[config.mk]
export PLATFORM = sky130hd
export DESIGN_NAME = iams_top
export DESIGN_NICKNAME = d
export VERILOG_FILES = /design/src/rtl/iams_pkg.sv /design/src/rtl/iams_brg.sv /design/src/rtl/iams_sync.sv /design/src/rtl/iams_top.sv
export SDC_FILE = /design/constraint.sdc
export NUM_CORES = 1
export LEC_CHECK = 0
export BUFFER_PORTS_ARGS = -buffer_cell sky130_fd_sc_hd__buf_2
export CAP_MARGIN = 20
export CORE_ASPECT_RATIO = 1.2
export CORE_MARGIN = 2
export CORE_UTILIZATION = 30
export DETAILED_ROUTE_END_ITERATION = 10
export GPL_TIMING_DRIVEN = 0
export PLACE_DENSITY_LB_ADDON = 0.25
export SYNTH_ARGS = -nofsm -noshare
export SYNTH_HDL_FRONTEND = slang
export SYNTH_HIERARCHICAL = 1
export SYNTH_SLANG_ARGS = --single-unit
export TNS_END_PERCENT = 10
[constraint.sdc]
create_clock -name clk_i -period 2 [get_ports clk_i]
set_input_delay 0.2 -clock clk_i [delete_from_list [all_inputs] [get_ports clk_i]]
set_output_delay 0.2 -clock clk_i [all_outputs]
set_load 0.02 [all_outputs]
[src/rtl/iams_pkg.sv]
// Constants and types shared by the acknowledge and stop sequencer.
package iams_pkg;
    // ****************************************
    // Bus geometry.
    // ****************************************
    localparam int WB_AW = 8;
    localparam int WB_DW = 32;
    localparam int BRG_W = 8;

    // ****************************************
    // Register byte offsets.
    // ****************************************
    localparam logic [7:0] OFS_CTRL = 8'h00;
    localparam logic [7:0] OFS_STAT = 8'h04;
    localparam logic [7:0] OFS_BAUD = 8'h08;
    localparam logic [7:0] OFS_BUF = 8'h0c;
    localparam logic [7:0] OFS_IRQ = 8'h10;
    localparam logic [7:0] OFS_MASK = 8'h14;
    localparam logic [7:0] OFS_BUSY = 8'h18;

    // ****************************************
    // Field positions.
    // ****************************************
    localparam int CTL_START = 0;
    localparam int CTL_RSTART = 1;
    localparam int CTL_STOP = 2;
    localparam int CTL_RECV = 3;
    localparam int CTL_ACK = 4;
    localparam int CTL_ACK_DATA_VALUE = 5;
    localparam int STAT_XMIT = 2;
    localparam int STAT_STOP = 4;
    localparam int IRQ_PORT = 0;
    localparam int IRQ_WRITE_COLLISION_FLAG = 1;
    localparam int BUSY_BIT = 0;
    localparam int BUSY_SEQ_LSB = 4;

    // ****************************************
    // Reset values.
    // ****************************************
    localparam logic [5:0] CTL_RST = 6'h00;
    localparam logic [7:0] BAUD_RST = 8'h09;
    localparam logic [7:0] BUF_RST = 8'h00;
    localparam logic [1:0] IRQ_RST = 2'h0;
    localparam logic [1:0] MASK_RST = 2'h0;

    // ****************************************
    // Types.
    // ****************************************
    typedef enum logic [3:0] {
        SEQ_IDLE = 4'h0,
        SEQ_ACK_LOW = 4'h1,
        SEQ_ACK_REL = 4'h2,
        SEQ_ACK_HIGH = 4'h3,
        SEQ_STP_SDA = 4'h4,
        SEQ_STP_WAIT = 4'h5,
        SEQ_STP_SCLH = 4'h6,
        SEQ_STP_DET = 4'h7,
        SEQ_STP_END = 4'h8
    } iams_seq_t;

    typedef struct packed {
        logic scl_oe;
        logic sda_oe;
    } iams_line_t;

    typedef struct packed {
        logic ack;
        logic [WB_DW-1:0] rdata;
    } iams_bus_t;
endpackage : iams_pkg

[src/rtl/iams_brg.sv]
// Baud rate generator: reloads on request and flags when it reaches zero.
`timescale 1ns/1ps
module iams_brg #(
    parameter int W = iams_pkg::BRG_W
) (
    input wire logic clk_i,
    input wire logic rst_i,
    input wire logic load_i,
    input wire logic run_i,
    input wire logic [W-1:0] reload_i,
    output logic done_o
);
    import iams_pkg::*;

    typedef struct packed {
        logic [W-1:0] cnt;
    } iams_brg_t;

    iams_brg_t r;
    iams_brg_t next_r;

    always_comb begin
        next_r = r;
        if (load_i) begin
            next_r.cnt = reload_i;
        end else if (run_i && r.cnt != '0) begin
            next_r.cnt = r.cnt - 1'b1;
        end
    end

    always_ff @(posedge clk_i) begin
        if (rst_i) begin
            r <= '0;
        end else begin
            r <= next_r;
        end
    end

    // The load cycle is masked so a stale zero never ends a new period.
    assign done_o = run_i && !load_i && r.cnt == '0;
endmodule : iams_brg

[src/rtl/iams_sync.sv]
// Three-stage pin synchroniser that accepts a change once two stages agree.
`timescale 1ns/1ps
module iams_sync #(
    parameter logic RST_VAL = 1'b1
) (
    input wire logic clk_i,
    input wire logic rst_i,
    input wire logic pin_i,
    output logic level_o
);
    import iams_pkg::*;

    typedef struct packed {
        logic s1;
        logic s2;
        logic s3;
        logic level;
    } iams_sync_t;

    iams_sync_t r;
    iams_sync_t next_r;

    always_comb begin
        next_r = r;
        next_r.s1 = pin_i;
        next_r.s2 = r.s1;
        next_r.s3 = r.s2;
        if (r.s2 == r.s3) begin
            next_r.level = r.s3;
        end
    end

    always_ff @(posedge clk_i) begin
        if (rst_i) begin
            r <= {RST_VAL, RST_VAL, RST_VAL, RST_VAL};
        end else begin
            r <= next_r;
        end
    end

    assign level_o = r.level;
endmodule : iams_sync

[src/rtl/iams_top.sv]
// Acknowledge and stop sequencer of a two-wire serial port master.
// What this block does
// RULE1 - Setting ack enable pulls SCL low and puts ack data on SDA.
// RULE2 - Software chooses ack data zero for ack, one for not-ack, beforehand.
// RULE3 - Ack: one generator period with SCL low, then SCL released.
// RULE4 - Wait for SCL high, count one more period, pull SCL low.
// RULE5 - Ack end clears ack enable, stops the generator, goes idle.
// RULE6 - Buffer write during ack sequence sets collision flag, buffer kept.
// RULE7 - After a receive or transmit, SCL stays held low.
// RULE8 - Setting stop enable first pulls SDA low.
// RULE9 - Once SDA reads low, reload the generator and count to zero.
// RULE10 - At timeout release SCL; release SDA one period later.
// RULE11 - SDA high while SCL high sets the stop-detected flag.
// RULE12 - One period after stop seen, clear stop enable, set port flag.
// RULE13 - Buffer write during stop sequence sets collision flag, write dropped.
// RULE14 - Busy reads high while any enable is set or a transmit runs.
`timescale 1ns/1ps
module iams_top (
    input wire logic clk_i,
    input wire logic rst_i,
    input wire logic wb_cyc_i,
    input wire logic wb_stb_i,
    input wire logic wb_we_i,
    input wire logic [iams_pkg::WB_AW-1:0] wb_adr_i,
    input wire logic [3:0] wb_sel_i,
    input wire logic [iams_pkg::WB_DW-1:0] wb_dat_i,
    output logic [iams_pkg::WB_DW-1:0] wb_dat_o,
    output logic wb_ack_o,
    output logic irq_o,
    input wire logic scl_i,
    output logic scl_o,
    output logic scl_oe_o,
    input wire logic sda_i,
    output logic sda_o,
    output logic sda_oe_o
);
    import iams_pkg::*;

    // ****************************************
    // State.
    // ****************************************
    typedef struct packed {
        iams_seq_t seq;
        logic [5:0] ctl;
        logic [BRG_W-1:0] baud;
        logic [7:0] buffer;
        logic [1:0] flags;
        logic [1:0] mask;
        logic stop_seen;
        logic xmit;
        iams_line_t line;
        logic brg_load;
        logic brg_run;
        iams_bus_t bus;
        logic irq;
        // The lines are open drain, so the driven level is always low.
        logic scl_lvl;
        logic sda_lvl;
    } iams_state_t;

    // Every register outside the synchronisers and the baud generator lives in r; next_r is its next value.
    iams_state_t r;
    iams_state_t next_r;

    logic scl_s;
    logic sda_s;
    logic brg_done;
    logic req;
    logic wr;
    logic rd;
    logic busy;
    logic in_seq;
    logic [7:0] adr;
    logic [7:0] wdat;
    logic [7:0] rbyte;

    // ****************************************
    // Pin synchronisers and baud generator.
    // ****************************************
    // Both lines idle high, so the synchronisers reset to one.
    iams_sync #(
        .RST_VAL(1'b1)
    ) u_scl_sync (
        .clk_i(clk_i),
        .rst_i(rst_i),
        .pin_i(scl_i),
        .level_o(scl_s)
    );

    iams_sync #(
        .RST_VAL(1'b1)
    ) u_sda_sync (
        .clk_i(clk_i),
        .rst_i(rst_i),
        .pin_i(sda_i),
        .level_o(sda_s)
    );

    // The generator is reloaded from the baud register for every period.
    iams_brg #(
        .W(BRG_W)
    ) u_brg (
        .clk_i(clk_i),
        .rst_i(rst_i),
        .load_i(r.brg_load),
        .run_i(r.brg_run),
        .reload_i(r.baud),
        .done_o(brg_done)
    );

    // ****************************************
    // Bus decode.
    // ****************************************
    // Gating with ack keeps each ack to one cycle; a request held on is acked again every other cycle.
    assign req = wb_cyc_i && wb_stb_i && !r.bus.ack;
    assign wr = req && wb_we_i && wb_sel_i[0];
    assign rd = req && !wb_we_i;
    assign adr = {wb_adr_i[7:2], 2'b00};
    assign wdat = wb_dat_i[7:0];
    // The ack and stop enable bits count as well, so a buffer write just after one is set collides.
    assign in_seq = r.seq != SEQ_IDLE || r.ctl[CTL_ACK] || r.ctl[CTL_STOP];
    assign busy = r.ctl[CTL_START] || r.ctl[CTL_RSTART] || r.ctl[CTL_STOP] ||
                  r.ctl[CTL_RECV] || r.ctl[CTL_ACK] || r.xmit; // RULE14

    // Read data is built here and registered in the ack cycle.
    always_comb begin
        rbyte = 8'h00;
        case (adr)
            OFS_CTRL: begin
                rbyte = {2'b00, r.ctl};
            end
            OFS_STAT: begin
                rbyte[STAT_STOP] = r.stop_seen;
                rbyte[STAT_XMIT] = r.xmit;
            end
            OFS_BAUD: begin
                rbyte = r.baud;
            end
            OFS_BUF: begin
                rbyte = r.buffer;
            end
            OFS_IRQ: begin
                rbyte = {6'h00, r.flags};
            end
            OFS_MASK: begin
                rbyte = {6'h00, r.mask};
            end
            OFS_BUSY: begin
                rbyte[BUSY_BIT] = busy;
                rbyte[BUSY_SEQ_LSB+:4] = r.seq;
            end
            default: begin
                rbyte = 8'h00;
            end
        endcase
    end

    // ****************************************
    // Next state.
    // ****************************************
    always_comb begin
        next_r = r;
        next_r.brg_load = 1'b0;
        next_r.scl_lvl = 1'b0;
        next_r.sda_lvl = 1'b0;
        next_r.bus.ack = req;
        next_r.bus.rdata = '0;
        // Read data stands for the ack cycle only and is zero otherwise.
        if (rd) begin
            next_r.bus.rdata = {24'h000000, rbyte};
        end

        // Software writes come first so hardware events below win.
        if (wr) begin
            case (adr)
                OFS_CTRL: begin
                    next_r.ctl = wdat[5:0];
                    if (wdat[CTL_START]) begin
                        next_r.stop_seen = 1'b0;
                    end
                end
                OFS_BAUD: begin
                    next_r.baud = wdat;
                end
                OFS_BUF: begin
                    if (in_seq) begin
                        next_r.flags[IRQ_WRITE_COLLISION_FLAG] = 1'b1; // RULE6 RULE13
                    end else begin
                        next_r.buffer = wdat;
                        next_r.xmit = 1'b1;
                    end
                end
                OFS_IRQ: begin
                    next_r.flags = r.flags & ~wdat[1:0];
                    if (in_seq && r.flags[IRQ_WRITE_COLLISION_FLAG]) begin
                        next_r.flags[IRQ_WRITE_COLLISION_FLAG] = next_r.flags[IRQ_WRITE_COLLISION_FLAG];
                    end
                end
                OFS_MASK: begin
                    next_r.mask = wdat[1:0];
                end
                default: begin
                    next_r.mask = next_r.mask;
                end
            endcase
        end

        // ****************************************
        // Line sequencer.
        // ****************************************
        // Ack: pull the clock, and the data line if ack data is zero, for one period, free the clock, wait to read it
        // high, count one more period, then pull the clock low and hold it.
        // Stop: pull the data line, wait to read it low, count a period, free
        // the clock, count a period, free the data line, wait for both lines
        // high, then count a last period before the flag is raised.
        // A slave stretching the clock or holding a line low only lengthens
        // the wait states; nothing times out inside the block.
        case (r.seq)
            SEQ_IDLE: begin
                if (r.ctl[CTL_ACK]) begin
                    next_r.seq = SEQ_ACK_LOW;
                    next_r.line.scl_oe = 1'b1; // RULE1
                    next_r.line.sda_oe = !r.ctl[CTL_ACK_DATA_VALUE]; // RULE1 RULE2
                    next_r.brg_load = 1'b1;
                    next_r.brg_run = 1'b1;
                    next_r.xmit = 1'b0;
                end else if (r.ctl[CTL_STOP]) begin
                    next_r.seq = SEQ_STP_SDA;
                    next_r.line.scl_oe = 1'b1; // RULE7
                    next_r.line.sda_oe = 1'b1; // RULE8
                    next_r.xmit = 1'b0;
                end
            end
            SEQ_ACK_LOW: begin
                if (brg_done) begin
                    next_r.line.scl_oe = 1'b0; // RULE3
                    next_r.brg_run = 1'b0;
                    next_r.seq = SEQ_ACK_REL;
                end
            end
            SEQ_ACK_REL: begin
                // A slave stretching the clock keeps the sequence here.
                if (scl_s) begin
                    next_r.brg_load = 1'b1; // RULE4
                    next_r.brg_run = 1'b1;
                    next_r.seq = SEQ_ACK_HIGH;
                end
            end
            SEQ_ACK_HIGH: begin
                if (brg_done) begin
                    // The clock is pulled low again and kept low for what follows.
                    next_r.line.scl_oe = 1'b1; // RULE4 RULE7
                    next_r.line.sda_oe = 1'b0;
                    next_r.ctl[CTL_ACK] = 1'b0; // RULE5
                    next_r.brg_run = 1'b0; // RULE5
                    next_r.seq = SEQ_IDLE; // RULE5
                end
            end
            SEQ_STP_SDA: begin
                if (!sda_s) begin
                    next_r.brg_load = 1'b1; // RULE9
                    next_r.brg_run = 1'b1;
                    next_r.seq = SEQ_STP_WAIT;
                end
            end
            SEQ_STP_WAIT: begin
                if (brg_done) begin
                    next_r.line.scl_oe = 1'b0; // RULE10
                    // The same generator then times the data release.
                    next_r.brg_load = 1'b1;
                    next_r.seq = SEQ_STP_SCLH;
                end
            end
            SEQ_STP_SCLH: begin
                if (brg_done) begin
                    next_r.line.sda_oe = 1'b0; // RULE10
                    next_r.brg_run = 1'b0;
                    next_r.seq = SEQ_STP_DET;
                end
            end
            SEQ_STP_DET: begin
                // Both lines must read high through the synchronisers.
                if (sda_s && scl_s) begin
                    next_r.stop_seen = 1'b1; // RULE11
                    next_r.brg_load = 1'b1;
                    next_r.brg_run = 1'b1;
                    next_r.seq = SEQ_STP_END;
                end
            end
            SEQ_STP_END: begin
                if (brg_done) begin
                    next_r.ctl[CTL_STOP] = 1'b0; // RULE12
                    next_r.flags[IRQ_PORT] = 1'b1; // RULE12
                    next_r.brg_run = 1'b0;
                    next_r.seq = SEQ_IDLE;
                end
            end
            default: begin
                next_r.seq = SEQ_IDLE;
                next_r.brg_run = 1'b0;
            end
        endcase

        next_r.irq = |(next_r.flags & next_r.mask);
    end

    // ****************************************
    // Registers.
    // ****************************************
    // Reset returns both lines to released and the port to idle.
    always_ff @(posedge clk_i) begin
        if (rst_i) begin
            r.seq <= SEQ_IDLE;
            r.ctl <= CTL_RST;
            r.baud <= BAUD_RST;
            r.buffer <= BUF_RST;
            r.flags <= IRQ_RST;
            r.mask <= MASK_RST;
            r.stop_seen <= 1'b0;
            r.xmit <= 1'b0;
            r.line <= '0;
            r.brg_load <= 1'b0;
            r.brg_run <= 1'b0;
            r.bus <= '0;
            r.irq <= 1'b0;
            r.scl_lvl <= 1'b0;
            r.sda_lvl <= 1'b0;
        end else begin
            r <= next_r;
        end
    end

    // ****************************************
    // Outputs.
    // ****************************************
    assign wb_dat_o = r.bus.rdata;
    assign wb_ack_o = r.bus.ack;
    assign irq_o = r.irq;
    assign scl_oe_o = r.line.scl_oe;
    assign sda_oe_o = r.line.sda_oe;
    assign scl_o = r.scl_lvl;
    assign sda_o = r.sda_lvl;
endmodule : iams_top
==> metrics.md, run 1 <==
| Metric | Value |
|---|---|
| CTS Sinks | `between 60 and 70` |
| Failing checks | `setup timing` |
| Syn avg cell area | `8.55 um2` |
| Largest net degree at the start of global routing | `14` |
| Initial antenna violation count | `0` |
| Maxcap violations | `0` |
| Leakage | `1.74 nW` |
| Most frequent cells in the layout | `dfxtp_1 (59), buf_2 (40), nand2_1 (40)` |
| Post-synth cell types | `69` |
| Vias/cell | `5.02` |
| Slew Limit Fails | `0` |
| Post-Place Worst Slack | `-0.327 ns` |
| Starting Density | `31.1%` |
| Number of global-route vias before repair | `around 2800` |
| Synthesized area | `3300 um2` |
| Boundary Pins | `about 90` |
| Register area share after synthesis | `37.6%` |
| Worst setup EP type | `register` |
| Die Y | `119 um` |
| Commonest non-fill, non-tap cell in the layout | `dfxtp_1` |
| Worst setup margin | `-0.0414 ns` |
| Worst Clk Skew | `between 0.004 and 0.005 ns` |
| Number of synthesized register bits | `between 60 and 70` |
| DP Area | `~3700 um2` |
| Clk root buf | `clkbuf_16` |
| First drt pass iteration count | `4` |
| Power per Cell Area | `712 nW/um2` |
| F_max | `between 0.4 and 0.5 GHz` |
| Crit path launch type | `register` |
| Final worst path period share | `102%` |
| VDD IR max | `between 0.3 and 0.4 mV` |
| Global route overflow | `0` |
| TritonCTS buffer count | `9` |
| Max clock buf depth | `2` |
| WS Path Type | `reg -> reg` |
| Rel. slew slack | `between 50% and 60%` |
| DRC violations left | `0` |
| Final Critical Period | `between 2 and 2.5 ns` |
| Buffers added on ports | `30` |
| Via Count | `between 2000 and 3000` |
| Final setup fails | `5` |
| Row cnt | `slightly above 40` |
| GRT Total Usage | `roughly 15%` |
| EDFF count, synth | `0` |
| First-pass GRT wire length | `between 10000 and 15000 um` |
| Die Area | `11900 um2` |
| Fin nets | `roughly 510` |
| Drt wl/cell | `15.0 um` |
| Routed Antenna Nets | `0` |
| Asr flop ratio synth | `0%` |
| CTS tree | `built` |
| Die X | `roughly 100 um` |
| Core Region | `10600 um2` |
| Post-layout util | `39.2%` |
| Initial detailed-routing violation count | `roughly 140` |
| Hold Fails Final Rpt | `0` |
| Worst path required time | `around 2.2 ns` |
| Hold-fix buffers, CTS | `0` |
| DP HPWL | `6370 um` |
| Critical path peak fanout | `6` |
| Area growth, synth to finish | `26.2%` |
| Cell count after synthesis | `386` |
| RSZ-0062 raised after global routing | `yes` |
| Worst slew pin tran | `approximately 0.62 ns` |
| Skew-Pair Late Insertion Delay | `approximately 0.33 ns` |
| Routed wire length | `8880 um` |
| Layout Cell Area excl Fill | `around 4200 um2` |
| Reg clk slew, reported paths | `0.05 ns` |
| CTS H-tree lvls | `3` |
| Hold Path Class | `in -> reg` |
| Worst Path Arrival | `roughly 2.2 ns` |
| Status | `complete, but fails checks` |
| GPL Wtd Cong | `0.877` |
| Top FF cell, synth | `dfxtp_1` |
| Fraction of layout instances using a drive strength above 1 | `a little under a third` |
| Yosys warns | `6` |
| # diodes | `0` |
==> metrics by stage <==
| stage | instances | power [mW] | setup TNS (ns) | hold WS, ns |
|---|---|---|---|---|
| 6_report | 590 | 2.96 | -0.0828 | 0.0448 |
| 5_1_grt | 590 | 3.07 | -0.673 | 0.0442 |
| 4_1_cts | 587 | 2.99 | -0.0137 | 0.0381 |
| 3_5_place_dp | 570 | 1.46 | -1.67 | 0.379 |
| 3_3_place_gp | 570 | 1.46 | -1.63 | 0.381 |
| 2_1_floorplan | 411 | 1.41 | 0 | 0.297 |
==> worst max-delay path, stage by stage, from the launching register on <==
cell and delay [ns]:
dfxtp_2 0.33, inv_2 0.07, ha_4 0.13, or4b_4 0.48, nor2_4 0.21, buf_8 0.14, buf_2 0.16, a2111oi_2 0.07
a41oi_2 0.21, a21oi_1 0.09
==> area by class of cell <==
cell class                      instances  area (um2)
Buffer                                 53         360
Clock buffer                           11         243
Clock inverter                          4        47.5
Fill cell                            1078        6460
Inverter                               11        42.5
Multi-Input combinational cell        284        1870
Sequential cell                        62        1240
Tap cell                              129         161
Timing Repair Buffer                   36         193
==> metal layers <==
metal | global-route usage [%] | wire length, um
met5 | 0 | 0
met4 | 6.93 | 275
met3 | 3.87 | 549
met2 | 24.0 | 4290
met1 | 19.0 | 3760
==> cells in the mapped netlist (4+ instances only) <==
library cell,number,area (um2)
a211oi_1,4,30.0
o21ai_0,6,30.0
inv_1,9,33.8
mux2i_1,14,140
dfxtp_1,62,1240
nand2_1,41,154
buf_2,10,50.1
nor2_1,31,116
a22o_1,5,43.8
nand2b_1,6,37.5
nand3_1,11,55.1
clkbuf_1,8,30.0
nand3b_1,7,52.6
nor3_1,13,65.1
a22oi_1,9,67.6
a221oi_1,6,52.6
a21oi_1,28,140
or2_1,6,37.5
buf_4,34,255
==> state kept, by name, indices dropped and copies added (netlist names) <==
| signal | count |
|---|---|
| scl_oe_o | 1 |
| u_sda_sync/level_o | 1 |
| wb_ack_o | 1 |
| u_sda_sync/r | 1 |
| u_scl_sync/next_r | 2 |
| u_sda_sync/next_r | 2 |
| irq_o | 1 |
| u_brg/r | 8 |
| u_scl_sync/r | 1 |
| r | 34 |
| sda_oe_o | 1 |
| u_scl_sync/level_o | 1 |
| wb_dat_o | 8 |
==> power breakdown <==
part	switching (mW)	leakage, nW	internal [mW]
sequential	0.00262	0.502	1.24
clock	0.537	0.141	0.986
combinational	0.123	1.09	0.0715
total	0.663	1.74	2.30
==> cells by family after synthesis <==
| family | synth area share (%) |
|---|---|
| AND/OR/NAND/NOR | 25.2 |
| AO/OA/AOI/OAI | 19.0 |
| buffers and inverters | 11.9 |
| flip-flops | 37.6 |
| multiplexers | 5.27 |
| XOR/XNOR | 0.531 |
| adder cells (fa/ha/maj) | 0.379 |
| other | 0.114 |
==> worst paths after layout <==
| path | slack (ns) | from | endpoint | depth (start not counted) |
|---|---|---|---|---|
| min | 0.04 | scl_i | u_scl_sync/next_r[2]$_SDFF_PP1_ | 2 |
| max | -0.04 | u_brg/r[0]$_SDFFE_PP0P_ | r[68]$_SDFFE_PP0P_ | 9 |
| max reg2reg | -0.04 | u_brg/r[0]$_SDFFE_PP0P_ | r[68]$_SDFFE_PP0P_ | 9 |
| min reg2reg | 0.40 | u_sda_sync/next_r[2]$_SDFF_PP1_ | u_sda_sync/next_r[1]$_SDFF_PP1_ | 1 |
==> what timing repair did <==
item                       4_1_cts  5_1_grt
setup endpoints to repair        9        9
resized for setup               12       17
setup buffers                    3        3
pin swaps                        6       10
Note: power is estimated with default switching activity, not from simulation.
==> run 2, diff against run 1 <==
GPL_TIMING_DRIVEN = 1   (was 0)
==> run 2 against run 1 <==
Net effect:
- the run still ends with setup timing left
- clock power shrank 9.9%
- global-route usage shrank 0.89 points
- worst setup slack lost 0.0090 ns
- design area shrank 3.2%
- sequential cell count is the same
- combinational power shrank 19%
- sequential share of layout area grew 0.97 points
- critical path type unchanged
- largest cell class unchanged
==> metrics.md, run 2 (same netlist as run 1, synthesis figures left out) <==
| Metric | Value |
|---|---|
| Fraction of layout instances using a drive strength above 1 | `27.4% (-2.8 points)` |
| Critical path peak fanout | `7 (+1)` |
| Max reg flops | `34 (unchanged)` |
| Worst Clk Skew | `0.00853 ns (+0.00385 ns)` |
| Power per Cell Area | `689 nW/um2 (-3.1%)` |
| Core Region | `10600 um2 (unchanged)` |
| Row cnt | `41 (unchanged)` |
| Status | `complete, but fails checks` |
| Worst path required time | `2.19 ns (about the same)` |
| Die Y | `119 um (unchanged)` |
| Starting Density | `31.1% (unchanged)` |
| Area growth, synth to finish | `22.1%` |
| Buffers added on ports | `33 (+10%)` |
| Routed wire length | `8760 um (-1.3%)` |
| RSZ-0062 raised after global routing | `yes` |
| First-pass GRT wire length | `13100 um (-6.9%)` |
| Reg clk slew, reported paths | `0.06 ns (about the same)` |
| CTS H-tree lvls | `3 (unchanged)` |
| Hold Path Class | `in -> reg` |
| Rel. slew slack | `54.4% (-4.2 points)` |
| Clk pwr share | `49.5% (-1.9 points)` |
| Final Critical Period | `2.05 ns (+0.00902 ns)` |
| Reg area | `1240 um2 (-0.10%)` |
| Setup_tns | `-0.0976 ns (-0.0149 ns)` |
| GPL Wtd Cong | `0.886 (+1.1%)` |
| Max clock buf depth | `2 (unchanged)` |
| Boundary Pins | `89 (unchanged)` |
| Global route overflow | `0 (unchanged)` |
| DRC violations left | `0 (unchanged)` |
| Fin nets | `497 (-2.4%)` |
| Initial detailed-routing violation count | `191 (+40%)` |
| Worst setup EP type | `register` |
| Post-layout util | `37.9% (-1.3 points)` |
| Maxcap violations | `0 (unchanged)` |
| DP HPWL | `6480 um (+1.7%)` |
| Via Count | `2957 (-0.20%)` |
| Skew-Pair Late Insertion Delay | `0.33 ns (about the same)` |
| Combinational fraction of design power | `5.7% (-0.9 points)` |
| Slew Limit Fails | `0 (unchanged)` |
| First drt pass iteration count | `4 (unchanged)` |
| Die X | `99.7 um (unchanged)` |
| F_max | `0.488 GHz (-0.44%)` |
| Worst setup margin | `-0.0505 ns (-0.00902 ns)` |
| Vias/cell | `5.12 (+1.9%)` |
| Final setup fails | `4 (-1)` |
| # diodes | `0 (unchanged)` |
| Final worst path period share | `103% (+0.45 points)` |
| CTS tree | `built` |
| Initial antenna violation count | `0 (unchanged)` |
| Footprint of the multi-input gates | `1810 um2 (-3.3%)` |
| VDD IR max | `0.418 mV (+9.0%)` |
| Worst slew pin tran | `0.666 ns (+0.0454 ns)` |
| WS Path Type | `reg -> reg` |
| P_sw | `0.669 mW (+1.0%)` |
| Pint | `2.11 mW (-8.4%)` |
| Overall Power | `2.78 mW (-6.3%)` |
| Post-Place Worst Slack | `-0.0712 ns (+0.256 ns)` |
| TritonCTS buffer count | `9 (unchanged)` |
| Hold Fails Final Rpt | `0 (unchanged)` |
| Drt wl/cell | `15.2 um (+0.73%)` |
| Top reg by flops | `r` |
| Hold WS | `0.0445 ns (-0.000252 ns)` |
| GRT Total Usage | `14.2% (-0.89 points)` |
| Clk root buf | `clkbuf_16` |
| Switching part of the total | `24.1% (+1.7 points)` |
| Failing checks | `setup timing` |
| Most frequent cells in the layout | `dfxtp_1 (60), nand2_1 (41), buf_4 (41)` |
| Crit path launch type | `register` |
| Leakage | `1.66 nW (-4.7%)` |
| Largest net degree at the start of global routing | `23 (+9)` |
| Worst Path Arrival | `2.24 ns (about the same)` |
| Routed Antenna Nets | `0 (unchanged)` |
| CTS Sinks | `62 (unchanged)` |
| Number of global-route vias before repair | `2659 (-3.9%)` |
| Die Area | `11900 um2 (unchanged)` |
| Hold-fix buffers, CTS | `0 (unchanged)` |
| Commonest non-fill, non-tap cell in the layout | `dfxtp_1` |
| Sequential power share | `44.9% (+2.9 points)` |
| Fill cell count | `1094 (+1.5%)` |
-- run 2: cell types whose count changed in the layout (fill, tap and decap cells not counted), sizes merged --
cell and change:
buf -5, clkinv +2, clkbuf -8, bufinv -1
-- run 2: what timing repair did --
item | in CTS | in global routing
gates cloned | 0 | 0
endpoints found under the hold margin | 0 | 0
pin swaps | 3 | 6
setup endpoints to repair | 6 | 10
buffers inserted | 0 | 2
gates resized for setup | 3 | 11
-- run 2: worst max-delay path, cell delays in order, from the launching register on --
cell     delay [ns]
dfxtp_2        0.32
inv_2          0.07
ha_4           0.12
or4b_4         0.48
nor2_4         0.16
buf_6          0.12
buf_6          0.11
a211o_1        0.09
o31a_1         0.22
o211a_1        0.17
nor3_1         0.04
-- run 2: power groups by stage --
| stage | registers, mW | clock network [mW] | logic [mW] |
|---|---|---|---|
| finish | 1.25 | 1.37 | 0.158 |
| CTS | 1.24 | 1.40 | 0.157 |
| floorplan | 1.27 | 0 | 0.139 |
| global route | 1.24 | 1.46 | 0.169 |
| detailed placement | 1.27 | 0 | 0.156 |
| global placement | 1.27 | 0 | 0.155 |
-- run 2: through the flow --
step | instances | cell area [um2]
floorplan | 411 | 3400
global placement | 561 | 3710
detailed placement | 561 | 3710
CTS | 576 | 3980
global route | 578 | 4030
finish | 578 | 4030
-- run 2: worst paths after layout --
kind / slack (ns) / end / from / depth (start not counted)
hold reg to reg: 0.41 / u_scl_sync/next_r[1]$_SDFF_PP1_ / u_scl_sync/next_r[2]$_SDFF_PP1_ / 1
setup / recovery: -0.05 / r[69]$_SDFFE_PP0P_ / u_brg/r[1]$_SDFFE_PP0P_ / 10
hold / removal: 0.04 / u_scl_sync/next_r[2]$_SDFF_PP1_ / scl_i / 2
setup reg to reg: -0.05 / r[69]$_SDFFE_PP0P_ / u_brg/r[1]$_SDFFE_PP0P_ / 10
-- run 2: cell type report --
class / count / share of cell area (%)
clock inverter: 5 / 0.683
clock buffer: 10 / 5.69
multi-input combinational: 284 / 44.9
timing repair buffer: 77 / 12.8
inverter: 11 / 1.03
tap: 129 / 4.01
sequential: 62 / 30.9
-- run 2: per-layer routing --
layer / global-route usage [%] / part of all wire [%] / up-vias
met4: 6.25 / 2.0 / 0
met5: 0 / 0 / -
met1: 17.9 / 44 / 1402
met2: 23.5 / 49 / 93
li1: - / - / 1449
met3: 2.46 / 4.6 / 13
